<file path="config.mk">
export PLATFORM = sky130hd
export DESIGN_NAME = fbsl_core
export DESIGN_NICKNAME = d
export VERILOG_FILES = /design/src/fbsl_pkg.sv /design/src/fbsl_core.sv
export SDC_FILE = /design/constraint.sdc
export NUM_CORES = 1
export LEC_CHECK = 0
export BUFFER_PORTS_ARGS = -buffer_cell sky130_fd_sc_hd__clkbuf_2
export CAP_MARGIN = 5
export CORE_MARGIN = 3
export CORE_UTILIZATION = 62
export DETAILED_ROUTE_END_ITERATION = 12
export PLACE_DENSITY = 0.92
export SETUP_SLACK_MARGIN = 0.2
export SLEW_MARGIN = 5
export SYNTH_ARGS = -nofsm -noshare
export SYNTH_HDL_FRONTEND = slang
export SYNTH_SLANG_ARGS = --single-unit
</file>
<file path="constraint.sdc">
create_clock -name SYS_CLK -period 9.2 [get_ports SYS_CLK]
set_clock_uncertainty 0.15 [all_clocks]
set_input_delay 0.46 -clock SYS_CLK [delete_from_list [all_inputs] [get_ports SYS_CLK]]
set_output_delay 0.46 -clock SYS_CLK [all_outputs]
set_load 0.01 [all_outputs]
</file>
<file path="src/fbsl_pkg.sv">
// Package with register map, field layout, timing and carrier types of the fan smoothing block.
package fbsl_pkg;

    typedef logic signed [15:0] fbsl_temp_t;

    localparam int CLK_NS = 40;
    localparam int ADDR_W = 10;
    localparam int DATA_W = 32;

    // Register indexes; the byte address is four times the index.
    localparam logic [7:0] IDX_BOOST_HYST = 8'hC1;
    localparam logic [7:0] IDX_SMOOTH     = 8'hC2;
    localparam logic [7:0] IDX_TABLE12    = 8'hC3;
    localparam logic [7:0] IDX_TABLE34    = 8'hC4;
    localparam logic [7:0] IDX_SPECIAL    = 8'hD0;
    localparam logic [7:0] IDX_FILT1      = 8'hD1;
    localparam logic [7:0] IDX_FILT2      = 8'hD2;

    localparam logic [7:0] RST_BOOST_HYST = 8'h44;
    localparam logic [7:0] RST_ZERO       = 8'h00;

    localparam int NIB_LO_LSB    = 0;
    localparam int NIB_HI_LSB    = 4;
    localparam int NIB_W         = 4;
    localparam int SPAN1_LSB     = 0;
    localparam int EN1_BIT       = 3;
    localparam int SPAN2_LSB     = 4;
    localparam int EN2_BIT       = 7;
    localparam int SPAN_W        = 3;
    localparam int SFC_RES12_BIT = 4;
    localparam int SFC_RES34_BIT = 5;

    // Temperatures carry four fraction bits (1/16 degree C).
    localparam int HYST_SHIFT_COARSE = 4;
    localparam int HYST_SHIFT_FINE   = 3;

    // Filter step period base: 25 ms, so a span in tenths of a second counts quarter-span steps.
    localparam int TICK_NS     = 25_000_000;
    localparam int TICK_CYCLES = TICK_NS / CLK_NS;
    localparam int TICK_W      = 20;
    localparam int FILT_SHIFT  = 2;

    localparam logic [6:0] SPAN0_DS = 7'd118;
    localparam logic [6:0] SPAN1_DS = 7'd70;
    localparam logic [6:0] SPAN2_DS = 7'd44;
    localparam logic [6:0] SPAN3_DS = 7'd30;
    localparam logic [6:0] SPAN4_DS = 7'd16;
    localparam logic [6:0] SPAN5_DS = 7'd8;
    localparam logic [6:0] SPAN6_DS = 7'd6;
    localparam logic [6:0] SPAN7_DS = 7'd4;

    localparam logic [3:0] LUT_STEPS           = 4'hD;
    localparam logic [7:0] STEP_DUTY_INC       = 8'h15;
    localparam logic [7:0] FLOOR_UNMAPPED_DUTY = 8'hFF;

    typedef enum logic [1:0] {BUS_IDLE = 2'b01, BUS_ACK = 2'b10} fbsl_bus_t;

    typedef struct packed {
        logic [ADDR_W-1:0] address;
        logic              read;
        logic              write;
        logic [DATA_W-1:0] writedata;
        logic [3:0]        byteenable;
    } fbsl_avs_req_t;

    typedef struct packed {
        fbsl_temp_t temp;
        fbsl_temp_t boost;
    } fbsl_boost_in_t;

    typedef struct packed {
        fbsl_temp_t temp;
        fbsl_temp_t base;
        logic [3:0] step_req;
    } fbsl_table_in_t;

    function automatic logic [6:0] fbsl_span(input logic [2:0] code);
        case (code)
            3'h0:    return SPAN0_DS;
            3'h1:    return SPAN1_DS;
            3'h2:    return SPAN2_DS;
            3'h3:    return SPAN3_DS;
            3'h4:    return SPAN4_DS;
            3'h5:    return SPAN5_DS;
            3'h6:    return SPAN6_DS;
            default: return SPAN7_DS;
        endcase
    endfunction

    function automatic logic [7:0] fbsl_duty(input logic [3:0] code);
        if (code >= LUT_STEPS)
            return FLOOR_UNMAPPED_DUTY;
        return 8'({4'h0, code} * STEP_DUTY_INC);
    endfunction

endpackage

</file>
<file path="src/fbsl_core.sv">
// Fan boost hysteresis, zone smoothing filters and table floor duty with step hysteresis.
`timescale 1ns/1ns

// Operation
// - Zone 3 low, zone 4 high boost nibble
// - Hold full duty until below boost minus hysteresis
// - Boost hysteresis unsigned zero to fifteen degrees
// - Zone 1 enable selects filtered control temperature
// - Zone 2 enable selects filtered control temperature
// - Filter always runs and stays readable
// - Reading temperature stays raw while smoothing
// - Zone 1 span from low three bits
// - Zone 2 span upper bits, eight spans
// - Smoothing follows converter averaging
// - Tables 1/2 step hysteresis low nibble
// - Special bit 4 sets tables 1/2 resolution
// - Tables 3/4 hysteresis, special bit 5 resolution
// - Below base, tables 1/2 request floor duty
// - Below base, tables 3/4 request floor duty
// - Thirteen floor codes map through step table
module fbsl_core
    import fbsl_pkg::*;
#(
    parameter int unsigned TICK_CYCLES_P = TICK_CYCLES
)
(
    input  wire logic                       SYS_CLK,
    input  wire logic                       RESET_N,
    input  wire fbsl_avs_req_t              AVS_REQ,
    output logic [DATA_W-1:0]               AVS_READDATA,
    output logic                            AVS_WAITREQUEST,
    input  wire fbsl_temp_t [1:0]           ZONE_RAW_TEMP,
    input  wire logic [1:0]                 ZONE_RAW_VALID,
    output fbsl_temp_t [1:0]                ZONE_READ_TEMP,
    output fbsl_temp_t [1:0]                ZONE_FILT_TEMP,
    output fbsl_temp_t [1:0]                ZONE_CTRL_TEMP,
    input  wire fbsl_boost_in_t [1:0]       BOOST_IN,
    output logic [1:0]                      BOOST_FULL_DUTY,
    input  wire fbsl_table_in_t [3:0]       TABLE_IN,
    output logic [3:0][3:0]                 TABLE_STEP,
    output logic [3:0][7:0]                 TABLE_DUTY
);

    typedef struct packed {
        fbsl_bus_t              bus_state;
        logic                   waitreq;
        logic [DATA_W-1:0]      rdata;
        logic [7:0]             boost_hyst;
        logic [7:0]             smooth_ctl;
        logic [7:0]             table12;
        logic [7:0]             table34;
        logic [7:0]             special;
        logic [TICK_W-1:0]      tick_cnt;
        logic                   tick;
        logic [1:0][6:0]        span_cnt;
        logic [1:0]             primed;
        fbsl_temp_t [1:0]       raw;
        fbsl_temp_t [1:0]       filt;
        fbsl_temp_t [1:0]       ctrl;
        logic [1:0]             boost_on;
        logic [3:0][3:0]        step;
        fbsl_temp_t [3:0]       entry;
        logic [3:0][7:0]        duty;
    } fbsl_state_t;

    fbsl_state_t s;
    fbsl_state_t next_s;

    ////////////////////////////////////////////////////////////////////////////////
    // Next-state logic.

    always_comb
    begin
        logic [7:0]          idx;
        logic [DATA_W-1:0]   rd;
        logic [1:0]          en;
        logic [1:0][2:0]     span;
        logic signed [16:0]  diff;
        logic signed [16:0]  lower;
        logic [7:0]          pair;
        logic                fine;
        logic [3:0]          hyst;
        logic signed [16:0]  hyst_eff;
        idx      = AVS_REQ.address[ADDR_W-1:2];
        rd       = '0;
        en       = '0;
        span[0]  = s.smooth_ctl[SPAN1_LSB +: SPAN_W];
        span[1]  = s.smooth_ctl[SPAN2_LSB +: SPAN_W];
        diff     = '0;
        lower    = '0;
        pair     = '0;
        fine     = 1'b0;
        hyst     = '0;
        hyst_eff = '0;
        next_s   = s;
        next_s.tick = 1'b0;

        // Read data is captured when the request is first seen, so it stands in the answer cycle.
        case (idx)
            IDX_BOOST_HYST: rd[7:0] = s.boost_hyst;
            IDX_SMOOTH:     rd[7:0] = s.smooth_ctl;
            IDX_TABLE12:    rd[7:0] = s.table12;
            IDX_TABLE34:    rd[7:0] = s.table34;
            IDX_SPECIAL:    rd[7:0] = s.special;
            IDX_FILT1:      rd[15:0] = s.filt[0];
            IDX_FILT2:      rd[15:0] = s.filt[1];
            default:        rd = '0;
        endcase

        case (s.bus_state)
            BUS_IDLE:
            begin
                if (AVS_REQ.read || AVS_REQ.write)
                begin
                    next_s.bus_state = BUS_ACK;
                    next_s.waitreq   = 1'b0;
                    next_s.rdata     = AVS_REQ.read ? rd : '0;
                end
            end
            BUS_ACK:
            begin
                next_s.bus_state = BUS_IDLE;
                next_s.waitreq   = 1'b1;
                if (AVS_REQ.write && AVS_REQ.byteenable[0])
                begin
                    case (idx)
                        IDX_BOOST_HYST: next_s.boost_hyst = AVS_REQ.writedata[7:0];
                        IDX_SMOOTH:     next_s.smooth_ctl = AVS_REQ.writedata[7:0];
                        IDX_TABLE12:    next_s.table12    = AVS_REQ.writedata[7:0];
                        IDX_TABLE34:    next_s.table34    = AVS_REQ.writedata[7:0];
                        IDX_SPECIAL:    next_s.special    = AVS_REQ.writedata[7:0];
                        default:        next_s.special    = s.special;
                    endcase
                end
            end
            default:
            begin
                next_s.bus_state = BUS_IDLE;
                next_s.waitreq   = 1'b1;
            end
        endcase

        // The control source follows an enable written in this same cycle, so a switch
        // never shows one stale sample from the old source.
        en = {next_s.smooth_ctl[EN2_BIT], next_s.smooth_ctl[EN1_BIT]};

        if (s.tick_cnt == TICK_W'(TICK_CYCLES_P - 1))
        begin
            next_s.tick_cnt = '0;
            next_s.tick     = 1'b1;
        end
        else
            next_s.tick_cnt = s.tick_cnt + TICK_W'(1);

        // The incoming samples are already averaged by the converter; smoothing acts on top.
        for (int z = 0; z < 2; z++)
        begin
            if (ZONE_RAW_VALID[z])
            begin
                next_s.raw[z] = ZONE_RAW_TEMP[z];
                if (!s.primed[z])
                begin
                    next_s.filt[z]   = ZONE_RAW_TEMP[z];
                    next_s.primed[z] = 1'b1;
                end
            end
            // The filter steps whether or not its enable is set.
            if (s.tick && s.primed[z])
            begin
                if (s.span_cnt[z] >= fbsl_span(span[z]) - 7'd1)
                begin
                    next_s.span_cnt[z] = '0;
                    diff = {s.raw[z][15], s.raw[z]} - {s.filt[z][15], s.filt[z]};
                    next_s.filt[z] = s.filt[z] + 16'(diff >>> FILT_SHIFT);
                end
                else
                    next_s.span_cnt[z] = s.span_cnt[z] + 7'd1;
            end
            next_s.ctrl[z] = en[z] ? next_s.filt[z] : next_s.raw[z];
        end

        for (int b = 0; b < 2; b++)
        begin
            hyst  = (b == 0) ? s.boost_hyst[NIB_LO_LSB +: NIB_W]
                             : s.boost_hyst[NIB_HI_LSB +: NIB_W];
            lower = {BOOST_IN[b].temp[15], BOOST_IN[b].temp}
                  + $signed({9'h000, hyst, 4'h0});
            if (BOOST_IN[b].temp > BOOST_IN[b].boost)
                next_s.boost_on[b] = 1'b1;
            // Both sides are signed so that temperatures below zero compare correctly.
            else if (lower < $signed({BOOST_IN[b].boost[15], BOOST_IN[b].boost}))
                next_s.boost_on[b] = 1'b0;
        end

        for (int t = 0; t < 4; t++)
        begin
            pair     = (t < 2) ? s.table12 : s.table34;
            fine     = (t < 2) ? s.special[SFC_RES12_BIT] : s.special[SFC_RES34_BIT];
            hyst     = pair[NIB_LO_LSB +: NIB_W];
            // Widen before shifting, otherwise the upper hysteresis bits fall off.
            hyst_eff = fine ? $signed(17'(hyst) << HYST_SHIFT_FINE)
                            : $signed(17'(hyst) << HYST_SHIFT_COARSE);
            lower    = {TABLE_IN[t].temp[15], TABLE_IN[t].temp} + hyst_eff;
            // Stepping up is immediate; stepping down waits for the hysteresis margin.
            if (TABLE_IN[t].step_req > s.step[t])
            begin
                next_s.step[t]  = TABLE_IN[t].step_req;
                next_s.entry[t] = TABLE_IN[t].temp;
            end
            else if (TABLE_IN[t].step_req < s.step[t]
                     && lower < $signed({s.entry[t][15], s.entry[t]}))
            begin
                next_s.step[t]  = TABLE_IN[t].step_req;
                next_s.entry[t] = TABLE_IN[t].temp;
            end
            if (TABLE_IN[t].temp < TABLE_IN[t].base)
                next_s.duty[t] = fbsl_duty(pair[NIB_HI_LSB +: NIB_W]);
            else
                next_s.duty[t] = fbsl_duty(next_s.step[t]);
        end
    end

    ////////////////////////////////////////////////////////////////////////////////
    // State register.

    always_ff @(posedge SYS_CLK or negedge RESET_N)
    begin
        if (!RESET_N)
        begin
            s            <= '0;
            s.bus_state  <= BUS_IDLE;
            s.waitreq    <= 1'b1;
            s.boost_hyst <= RST_BOOST_HYST;
            s.smooth_ctl <= RST_ZERO;
            s.table12    <= RST_ZERO;
            s.table34    <= RST_ZERO;
            s.special    <= RST_ZERO;
        end
        else
            s <= next_s;
    end

    assign AVS_READDATA    = s.rdata;
    assign AVS_WAITREQUEST = s.waitreq;
    assign ZONE_READ_TEMP  = s.raw;
    assign ZONE_FILT_TEMP  = s.filt;
    assign ZONE_CTRL_TEMP  = s.ctrl;
    assign BOOST_FULL_DUTY = s.boost_on;
    assign TABLE_STEP      = s.step;
    assign TABLE_DUTY      = s.duty;
endmodule

</file>
Yosys cells after proc, flatten, opt, wreduce, memory -nomap -nowiden
Index checks and enable logic that the tools add are counted.

Register bits: 322. Input port bits: 292. Output and inout port bits: 179. Logic and storage cells: 214.

Add/subtract/negate cells: 15. $mul: 6. $lt $le $gt $ge: 28. Equal/unequal tests: 23. Muxes and demuxes: 85. Reductions and logical operators: 22.

Operators by type and width (number): 2-to-1 mux 16 bit (21); 2-to-1 mux 8 bit (24); < comparator 17 x 16 -> 1 bit (6); one-hot mux 7 bit (7 select lines) (2); adder 16 x 9 -> 17 bit (4); < comparator 16 bit (4); 2-to-1 mux 32 bit (2); equality test 8 bit, second input constant (7); one-hot mux 8 bit (7 select lines) (1); multiplier 4 x 5 -> 8 bit, second input constant (6); 2-to-1 mux 35 bit (1); adder 17 bit (2); subtractor 16 x 16 -> 17 bit (2); adder 16 x 15 -> 16 bit (2); greater-than comparator 16 bit (2); 2-to-1 mux 4 bit (8); 2-to-1 mux 7 bit (4); >= comparator 4 bit, second input constant (6); adder 20 x 1 -> 20 bit, second input constant (1); equality test 20 bit, second input constant (1); 2-to-1 mux 20 bit (1); 2-to-1 mux 1 bit (19); equality test 3 bit, second input constant (6); greater-than comparator 4 bit (4); other kinds (17) (43).

Longest topological paths before layout
Gate-level depths: netlist of the first run.

Word-level depth: 11. Gate-level depth with buffers: 33. Depth with buffers taken out: 31.

Worst setup path after synthesis of the first run
Ideal clock, no wire load.

Path type: reg2reg. From: reg s[252] in the netlist's numbering. To: reg s, in the netlist TABLE_DUTY[23]. Library setup time: 0.079 ns. Arrival time: 5.929 ns. Data required time: 8.971 ns. Setup slack: 3.041 ns. Stages on the path, launching flop included: 34. Cells stage by stage: dfrtp_1 > clkbuf_1 > mux2i_1 > inv_1 > ha_1 > a21o_1 > a21oi_1 > o21ai_0 > a21oi_1 > nand2b_1 > inv_1 > nand2_1 > xnor2_1 > ha_1 > nand3_1 > o22ai_1 > o211ai_1 > nand4_1 > o211ai_1 > a21o_1 > a32oi_2 > buf_2 > mux2_2 > ha_1 > inv_1 > fa_1 > inv_1 > ha_1 > a21oi_1 > nor2b_1 > xnor2_1 > mux2i_1 > mux2_2 > mux2i_1.

RTL lines: start: declaration (line fbsl_core.sv:66) `fbsl_state_t s;`; start signal: assignment (line fbsl_core.sv:240) `s <= next_s;`.

==> reports/qor.yml, run 1 <==
clock_sinks: 305
wl_per_cell_um: 19.7
grt_use_total_pct: 31.8
syn_inst: 2618
ys_ff_latch: 305
critPathBufInv: 5
dp_hpwl_um: 51700
ys.flop_type: "dfrtp_1"
drive_gt1_share_pct: 22.8
setup_viol: 0
tritoncts: "built"
cts-root-buf: "clkbuf_16"
dieArea_um2: 41800
cp_data_required_time_ns: 9.42
htreeDepth: 2
ys_warn_count: 0
grt_pass1_wl_um: 108000
grt_max_degree: 153
rsz0062_at_grt: "false"
synth_top_area_share_pct: 31.0
path_clk_slew_ns: 0.07
drc: 0
fp-row-count: 72
cts_hold_buf: 10
ys_async_sr_fraction_pct: 100
min_from: "ZONE_RAW_TEMP[22]"
worstPathArrival_ns: 7.59
vias_per_cell: 6.01
wl_met3_um: 4930
io_buffers: 425
post_cts_resize_count: 0
worstHoldPathType: "input port to register"
reg2reg_setup_slack_ns: 1.83
tns_ns: 0
area_delta_synth_final_pct: 11.2
design.portCount: 471
top_layer: "met5"
antenna_found_initial: 7
peakVddDrop_uv: 167
pwr_density_cell_nw_per_um2: 247
fillerInstances: 2784
cts.path.max_buffers: 3
die_y_um: 204
drt-met1-wl_um: 26300
crit_path_top_delay_cell: "mux2i_1"
seq_area_frac_synth_pct: 31.3
max_stage_delay_ns: 0.55
syn-cell-area_um2: 24400
fin_crit_sh_pct: 80.1
timing_hold_violations_final: 0
grt_pass1_vias: 21600
die_x_um: 204
vias: 20600
ys_types: 87
fmax_mhz: 136
grt_overflow: 0
yosys.area.top_type: "dfrtp_1"
cp-start-kind: "register"
report.final.slew_viol_count: 0
cts_buffers: 36
leakage_nw: 14.4
fin_nets: 3536
wl_met2_um: 33400
crit_path_start: "s[251]"
drtIter0Drc: 1397
status: "completed"
max_slew_margin_pct: 14.2
min_period_ns: 7.37
rr_startpoint: "s[251]"
yosys-top-cells-area: "dfrtp_1 (31%), ha_1 (17%), mux2_2 (6.2%)"
cts_setup_buffers: 0
cp_max_fo: 20
path_class: "register to register"
wirelength_um: 67600
fin_util_pct: 70.0
critPathCaptureType: "register"
start_util_pct: 63.0
synth_edf_count: 0
core_um2: 38700
drt_pass1_iterations: 6
globalplace.congestion: 0.917
worstMarginPinSlew_ns: 1.28
clk_latency_ns: 0.57
cap_viol_max_count: 0
syn_area_per_cell_um2: 9.32
path_delay_family: "compound AO/OA/AOI/OAI gates"
ant_nets: 0
## final timing paths
| check | end | cells past startpoint |
|---|---|---|
| max | TABLE_DUTY[15] | 30 |
| min | ZONE_READ_TEMP[22] | 2 |
| max reg2reg | TABLE_DUTY[15] | 30 |
| min reg2reg | s[227] | 1 |
| max in group asynchronous | ZONE_CTRL_TEMP[1] | 4 |
| min in group asynchronous | s[58] | 2 |
## worst reg2reg max path: cells and delay by family (launching register included)
kind                     cells  cell delay, ns
AO/OA/AOI/OAI               11            2.57
XOR/XNOR                     3            0.41
adder cells (fa/ha/maj)      5            1.53
buffers and inverters        5            0.75
flip-flops                   1            0.47
multiplexers                 1            0.55
AND/OR/NAND/NOR              5            0.78
## cells in the mapped netlist, types with 44 or more instances
master / n
ha_1: 340
dfrtp_1: 302
inv_1: 269
nand2_1: 193
buf_4: 178
nor2_1: 158
mux2_2: 135
a21oi_1: 129
o21ai_0: 119
xnor2_1: 105
a21o_1: 91
xor2_1: 53
nor2b_1: 44
## sequential cells by signal, summed over array words and instances (netlist names)
name / flops
AVS_READDATA: 16
BOOST_FULL_DUTY: 2
TABLE_DUTY: 32
TABLE_STEP: 16
ZONE_CTRL_TEMP: 32
ZONE_FILT_TEMP: 32
ZONE_READ_TEMP: 32
s: 143
## routing by layer
metal	global-route usage, %	vias up
met5	0	-
met3	5.86	227
met1	37.6	9975
met4	14.5	12
li1	-	9517
met2	56.1	916
## logic make-up after synthesis
group | Yosys count | synth area share, %
and+or+nand+nor | 583 | 11.3
AOI/OAI and AO/OA | 561 | 15.2
buffers and inverters | 495 | 10.4
adders and majority gates | 354 | 18.6
DFF | 305 | 31.3
muxes | 160 | 7.35
xor gates and xnor gates | 159 | 5.77
other | 1 | 0.0154
## cell usage in the layout (no fill, tap or decap), drive strengths merged, types with 91 or more instances in the layout
cell type,Yosys,layout
inv,270,274
ha,340,340
o21ai,124,124
dfrtp,302,302
xnor2,105,105
clkbuf,35,474
a21oi,129,129
nor2,159,159
a21o,91,91
mux2,136,136
nand2,194,194
## report_power, final
part | internal, mW | leakage [nW] | switching (mW)
Sequential | 1.66 | 3.74 | 0.219
Clock | 0.876 | 0.603 | 0.629
Combinational | 1.46 | 10.1 | 1.84
## per-stage QoR
step	cells	total power, mW	setup slack, ns	cell area (um^2)	hold WS (ns)
after floorplan	2633	4.40	3.04	24400	0.0144
after global placement	3360	4.88	2.08	25800	0.295
after detailed placement	3360	5.07	1.92	25800	0.311
after CTS	3436	6.66	1.85	27100	0.000480
after global routing	3437	7.14	1.33	27100	0.0182
final	3437	6.69	1.83	27100	0.0232
## final cells by class
class	count	area (um^2)	share of cell area (%)
Multi-Input combinational cell	1833	14300	52.6
Timing Repair Buffer	444	2320	8.55
Inverter	270	1010	3.74
Clock inverter	16	203	0.748
Antenna cell	1	2.50	0.00923
Sequential cell	305	7640	28.2
Clock buffer	50	1020	3.77
Tap cell	518	648	2.39
No activity file was read; power rests on OpenSTA's default activity.
==> run 2, diff against run 1 <==
ABC_AREA = 1   (was default)
CORE_UTILIZATION = 52   (was 62)
PLACE_DENSITY = 0.82   (was 0.92)
clock period = 6.3 ns   (was 9.2 ns; I/O delays follow)
==> reports/qor.yml, run 2 <==
drt_pass1_iterations: 5  # was 6
ys_ff_latch: 305  # unchanged
yosys-top-cells-area: "dfrtp_1 (29%), ha_1 (16%), nand2_1 (12%)"  # was dfrtp_1 (31%), ha_1 (17%), mux2_2 (6.2%)
fin_crit_sh_pct: 89.9  # was 80.1%
path_clk_slew_ns: 0.06  # was 0.07 ns
grt_use_total_pct: 27.0  # was 31.8%
grt_max_degree: 154  # was 153
yosys.area.top_type: "dfrtp_1"  # unchanged
setup_viol: 0  # unchanged
core_um2: 49100  # was 38700 um^2
syn_inst: 3515  # was 2618
dieArea_um2: 52500  # was 41800 um^2
wirelength_um: 72800  # was 67600 um
pwr_density_cell_nw_per_um2: 319  # was 247 nW/um^2
syn-cell-area_um2: 25900  # was 24400 um^2
multi_input_area_um2: 14700  # was 14300 um^2
seq_area_frac_synth_pct: 29.5  # was 31.3%
leakage_nw: 17.1  # was 14.4 nW
io_buffers: 425  # unchanged
synth_most_common_cell: "nand2_1"  # was ha_1
final_cell_mix: "nand2_1 (851), inv_1 (584), clkbuf_2 (424), ha_1 (339), dfrtp_1 (300)"  # was clkbuf_2 (424), ha_1 (340), dfrtp_1 (302), inv_1 (269), nand2_1 (193)
crit_path_start: "s[252]"  # was s[251]
drtIter0Drc: 1761  # was 1397
die_x_um: 229  # was 204 um
vias_per_cell: 5.25  # was 6.01
reg2reg_setup_slack_ns: 0.64  # was 1.83 ns
status: "completed"  # unchanged
crit_path_end: "TABLE_DUTY[23]"  # was TABLE_DUTY[15]
final_common_cell: "nand2_1"  # was clkbuf_2
setup_ws_ns: 0.638  # was 1.83 ns
vias: 24100  # was 20600
hold_slack_ns: 0.0530  # was 0.0232 ns
drc: 0  # unchanged
max_slew_margin_pct: 16.1  # was 14.2%
worstHoldPathType: "input port to register"  # unchanged
ys_warn_count: 0  # unchanged
fillerInstances: 4242  # was 2784
peakVddDrop_uv: 228  # was 167 uV
critPathCaptureType: "register"  # unchanged
syn_area_per_cell_um2: 7.37  # was 9.32 um^2
synth_edf_count: 0  # unchanged
cts.path.max_buffers: 3  # unchanged
fin_nets: 4540  # was 3536
rr_startpoint: "s[252]"  # was s[251]
path_class: "register to register"  # unchanged
report.final.slew_viol_count: 0  # unchanged
globalplace.congestion: 0.962  # was 0.917
cp-start-kind: "register"  # unchanged
crit_path_top_delay_cell: "dfrtp_2"  # was mux2i_1
worstPathArrival_ns: 5.96  # was 7.59 ns
dp_hpwl_um: 56500  # was 51700 um
cpMostUsedCell: "nand2_1"
htreeDepth: 2  # unchanged
ys_async_sr_fraction_pct: 100  # unchanged
clk_latency_ns: 0.57  # about the same
cap_viol_max_count: 0  # unchanged
die_y_um: 229  # was 204 um
clock_sinks: 305  # unchanged
max_stage_delay_ns: 0.42  # was 0.55 ns
synth_top_area_share_pct: 29.2  # was 31.0%
rsz0062_at_grt: "false"  # unchanged
tns_ns: 0  # unchanged
grt_pass1_vias: 23200  # was 21600
reg2reg_to: "TABLE_DUTY[23]"  # was TABLE_DUTY[15]
regMostFlops: "s"  # unchanged
cp_data_required_time_ns: 6.60  # was 9.42 ns
fp-row-count: 81  # was 72
cts-root-buf: "clkbuf_16"  # unchanged
min_period_ns: 5.66  # was 7.37 ns
fmax_mhz: 177  # was 136 MHz
tritoncts: "built"  # unchanged
seq_area_um2: 7640  # about the same
place_ws_ns: 0.121  # was 1.92 ns
timing_hold_violations_final: 0  # unchanged
ys_types: 59  # was 87
drive_gt1_share_pct: 14.7  # was 22.8%
cts_buffers: 35  # was 36
cp_max_fo: 9  # was 20
synthTopCellsByCount: "nand2_1 (853), inv_1 (584), ha_1 (340)"  # was ha_1 (340), dfrtp_1 (302), inv_1 (269)
ys.flop_type: "dfrtp_1"  # unchanged
antenna_found_initial: 6  # was 7
wl_per_cell_um: 15.9  # was 19.7 um
grt_overflow: 0  # unchanged
worst_r2r_path_depth: 39  # was 30
design.portCount: 471  # unchanged
largest_reg_flops: 143  # unchanged
grt_pass1_wl_um: 116000  # was 108000 um
area_delta_synth_final_pct: 15.8  # was 11.2%
worstMarginPinSlew_ns: 1.25  # was 1.28 ns
ant_nets: 0  # unchanged
start_util_pct: 52.8  # was 63.0%
[run 2: changes by cell type after synthesis, sizes merged, moves of 76 or more]
cell   previous run  this run
a21o             91        15
inv             270       589
mux2            136         0
nand2           194       863
nand3            30       193
o21ai           124       215
[run 2: cells by family (layout without fill, tap and decap cells)]
| kind of cell | count (synthesis) | after routing | share of synthesized area, % |
|---|---|---|---|
| AOI/OAI and AO/OA | 545 | 545 | 11.8 |
| xor gates and xnor gates | 131 | 131 | 4.43 |
| muxes | 2 | 2 | 0.0773 |
| other | 1 | 20 | 0.0145 |
| DFF | 305 | 305 | 29.5 |
| buffers and inverters | 823 | 1213 | 14.6 |
| adders and majority gates | 354 | 354 | 17.5 |
| and+or+nand+nor | 1354 | 1354 | 22.1 |
[run 2: per-stage QoR]
step / cells / total power, mW / area, um^2 / utilization (%)
final: 4588 / 9.56 / 30000 / 61.2
after global routing: 4587 / 10.5 / 30000 / 61.1
after CTS: 4575 / 9.53 / 29800 / 60.7
after detailed placement: 4401 / 7.25 / 27500 / 56.0
after global placement: 4401 / 7.09 / 27500 / 56.0
after floorplan: 3530 / 6.25 / 25900 / -
[run 2: layer usage]
metal | track usage, % | share of wire, % | vias up
li1 | - | - | 12000
met1 | 32.4 | 40 | 11000
met2 | 47.0 | 48 | 926
met3 | 5.10 | 7.3 | 199
met4 | 12.3 | 4.9 | 2
met5 | 0 | 0.018 | -
[run 2: worst min-delay path by stage]
stage | from | slack, ns | to | depth (start not counted)
final | BOOST_IN[48] | 0.05 | BOOST_FULL_DUTY[1] | 6
after global routing | TABLE_IN[28] | 0.08 | s[40] | 3
after CTS | TABLE_IN[39] | 0.02 | TABLE_STEP[7] | 4
after detailed placement | RESET_N | 0.22 | s[60] | 1
after global placement | RESET_N | 0.23 | s[60] | 1
after floorplan | RESET_N | -0.13 | AVS_READDATA[0] | 0
[run 2: repair_timing]
item | CTS | global route
pin swaps | 0 | 9
endpoints found under the hold margin | 267 | 0
cloned | 0 | 0
resized for setup | 3 | 44
buffers inserted | 0 | 9
hold buffers | 111 | 0
setup endpoints to repair | 2 | 13
[run 2: layout make-up]
| class | count | area share, % |
|---|---|---|
| inverter | 591 | 7.40 |
| clock inverter | 15 | 0.742 |
| sequential | 305 | 25.5 |
| antenna | 4 | 0.0334 |
| tap | 664 | 2.77 |
| timing repair buffer | 559 | 11.4 |
| multi-input combinational | 2402 | 48.9 |
| clock buffer | 48 | 3.28 |
[run 2: critical path, delay by kind of cell (launching register included)]
kind	cells	cell delay, ns
AOI/OAI and AO/OA	3	0.48
xor gates and xnor gates	2	0.33
DFF	1	0.42
and+or+nand+nor	22	2.10
buffers and inverters	6	0.42
adders and majority gates	6	1.66
[run 2: report_power, final]
part,internal (mW),switching [mW]
sequential,2.39,0.174
clock,1.27,0.886
combinational,1.84,3.00
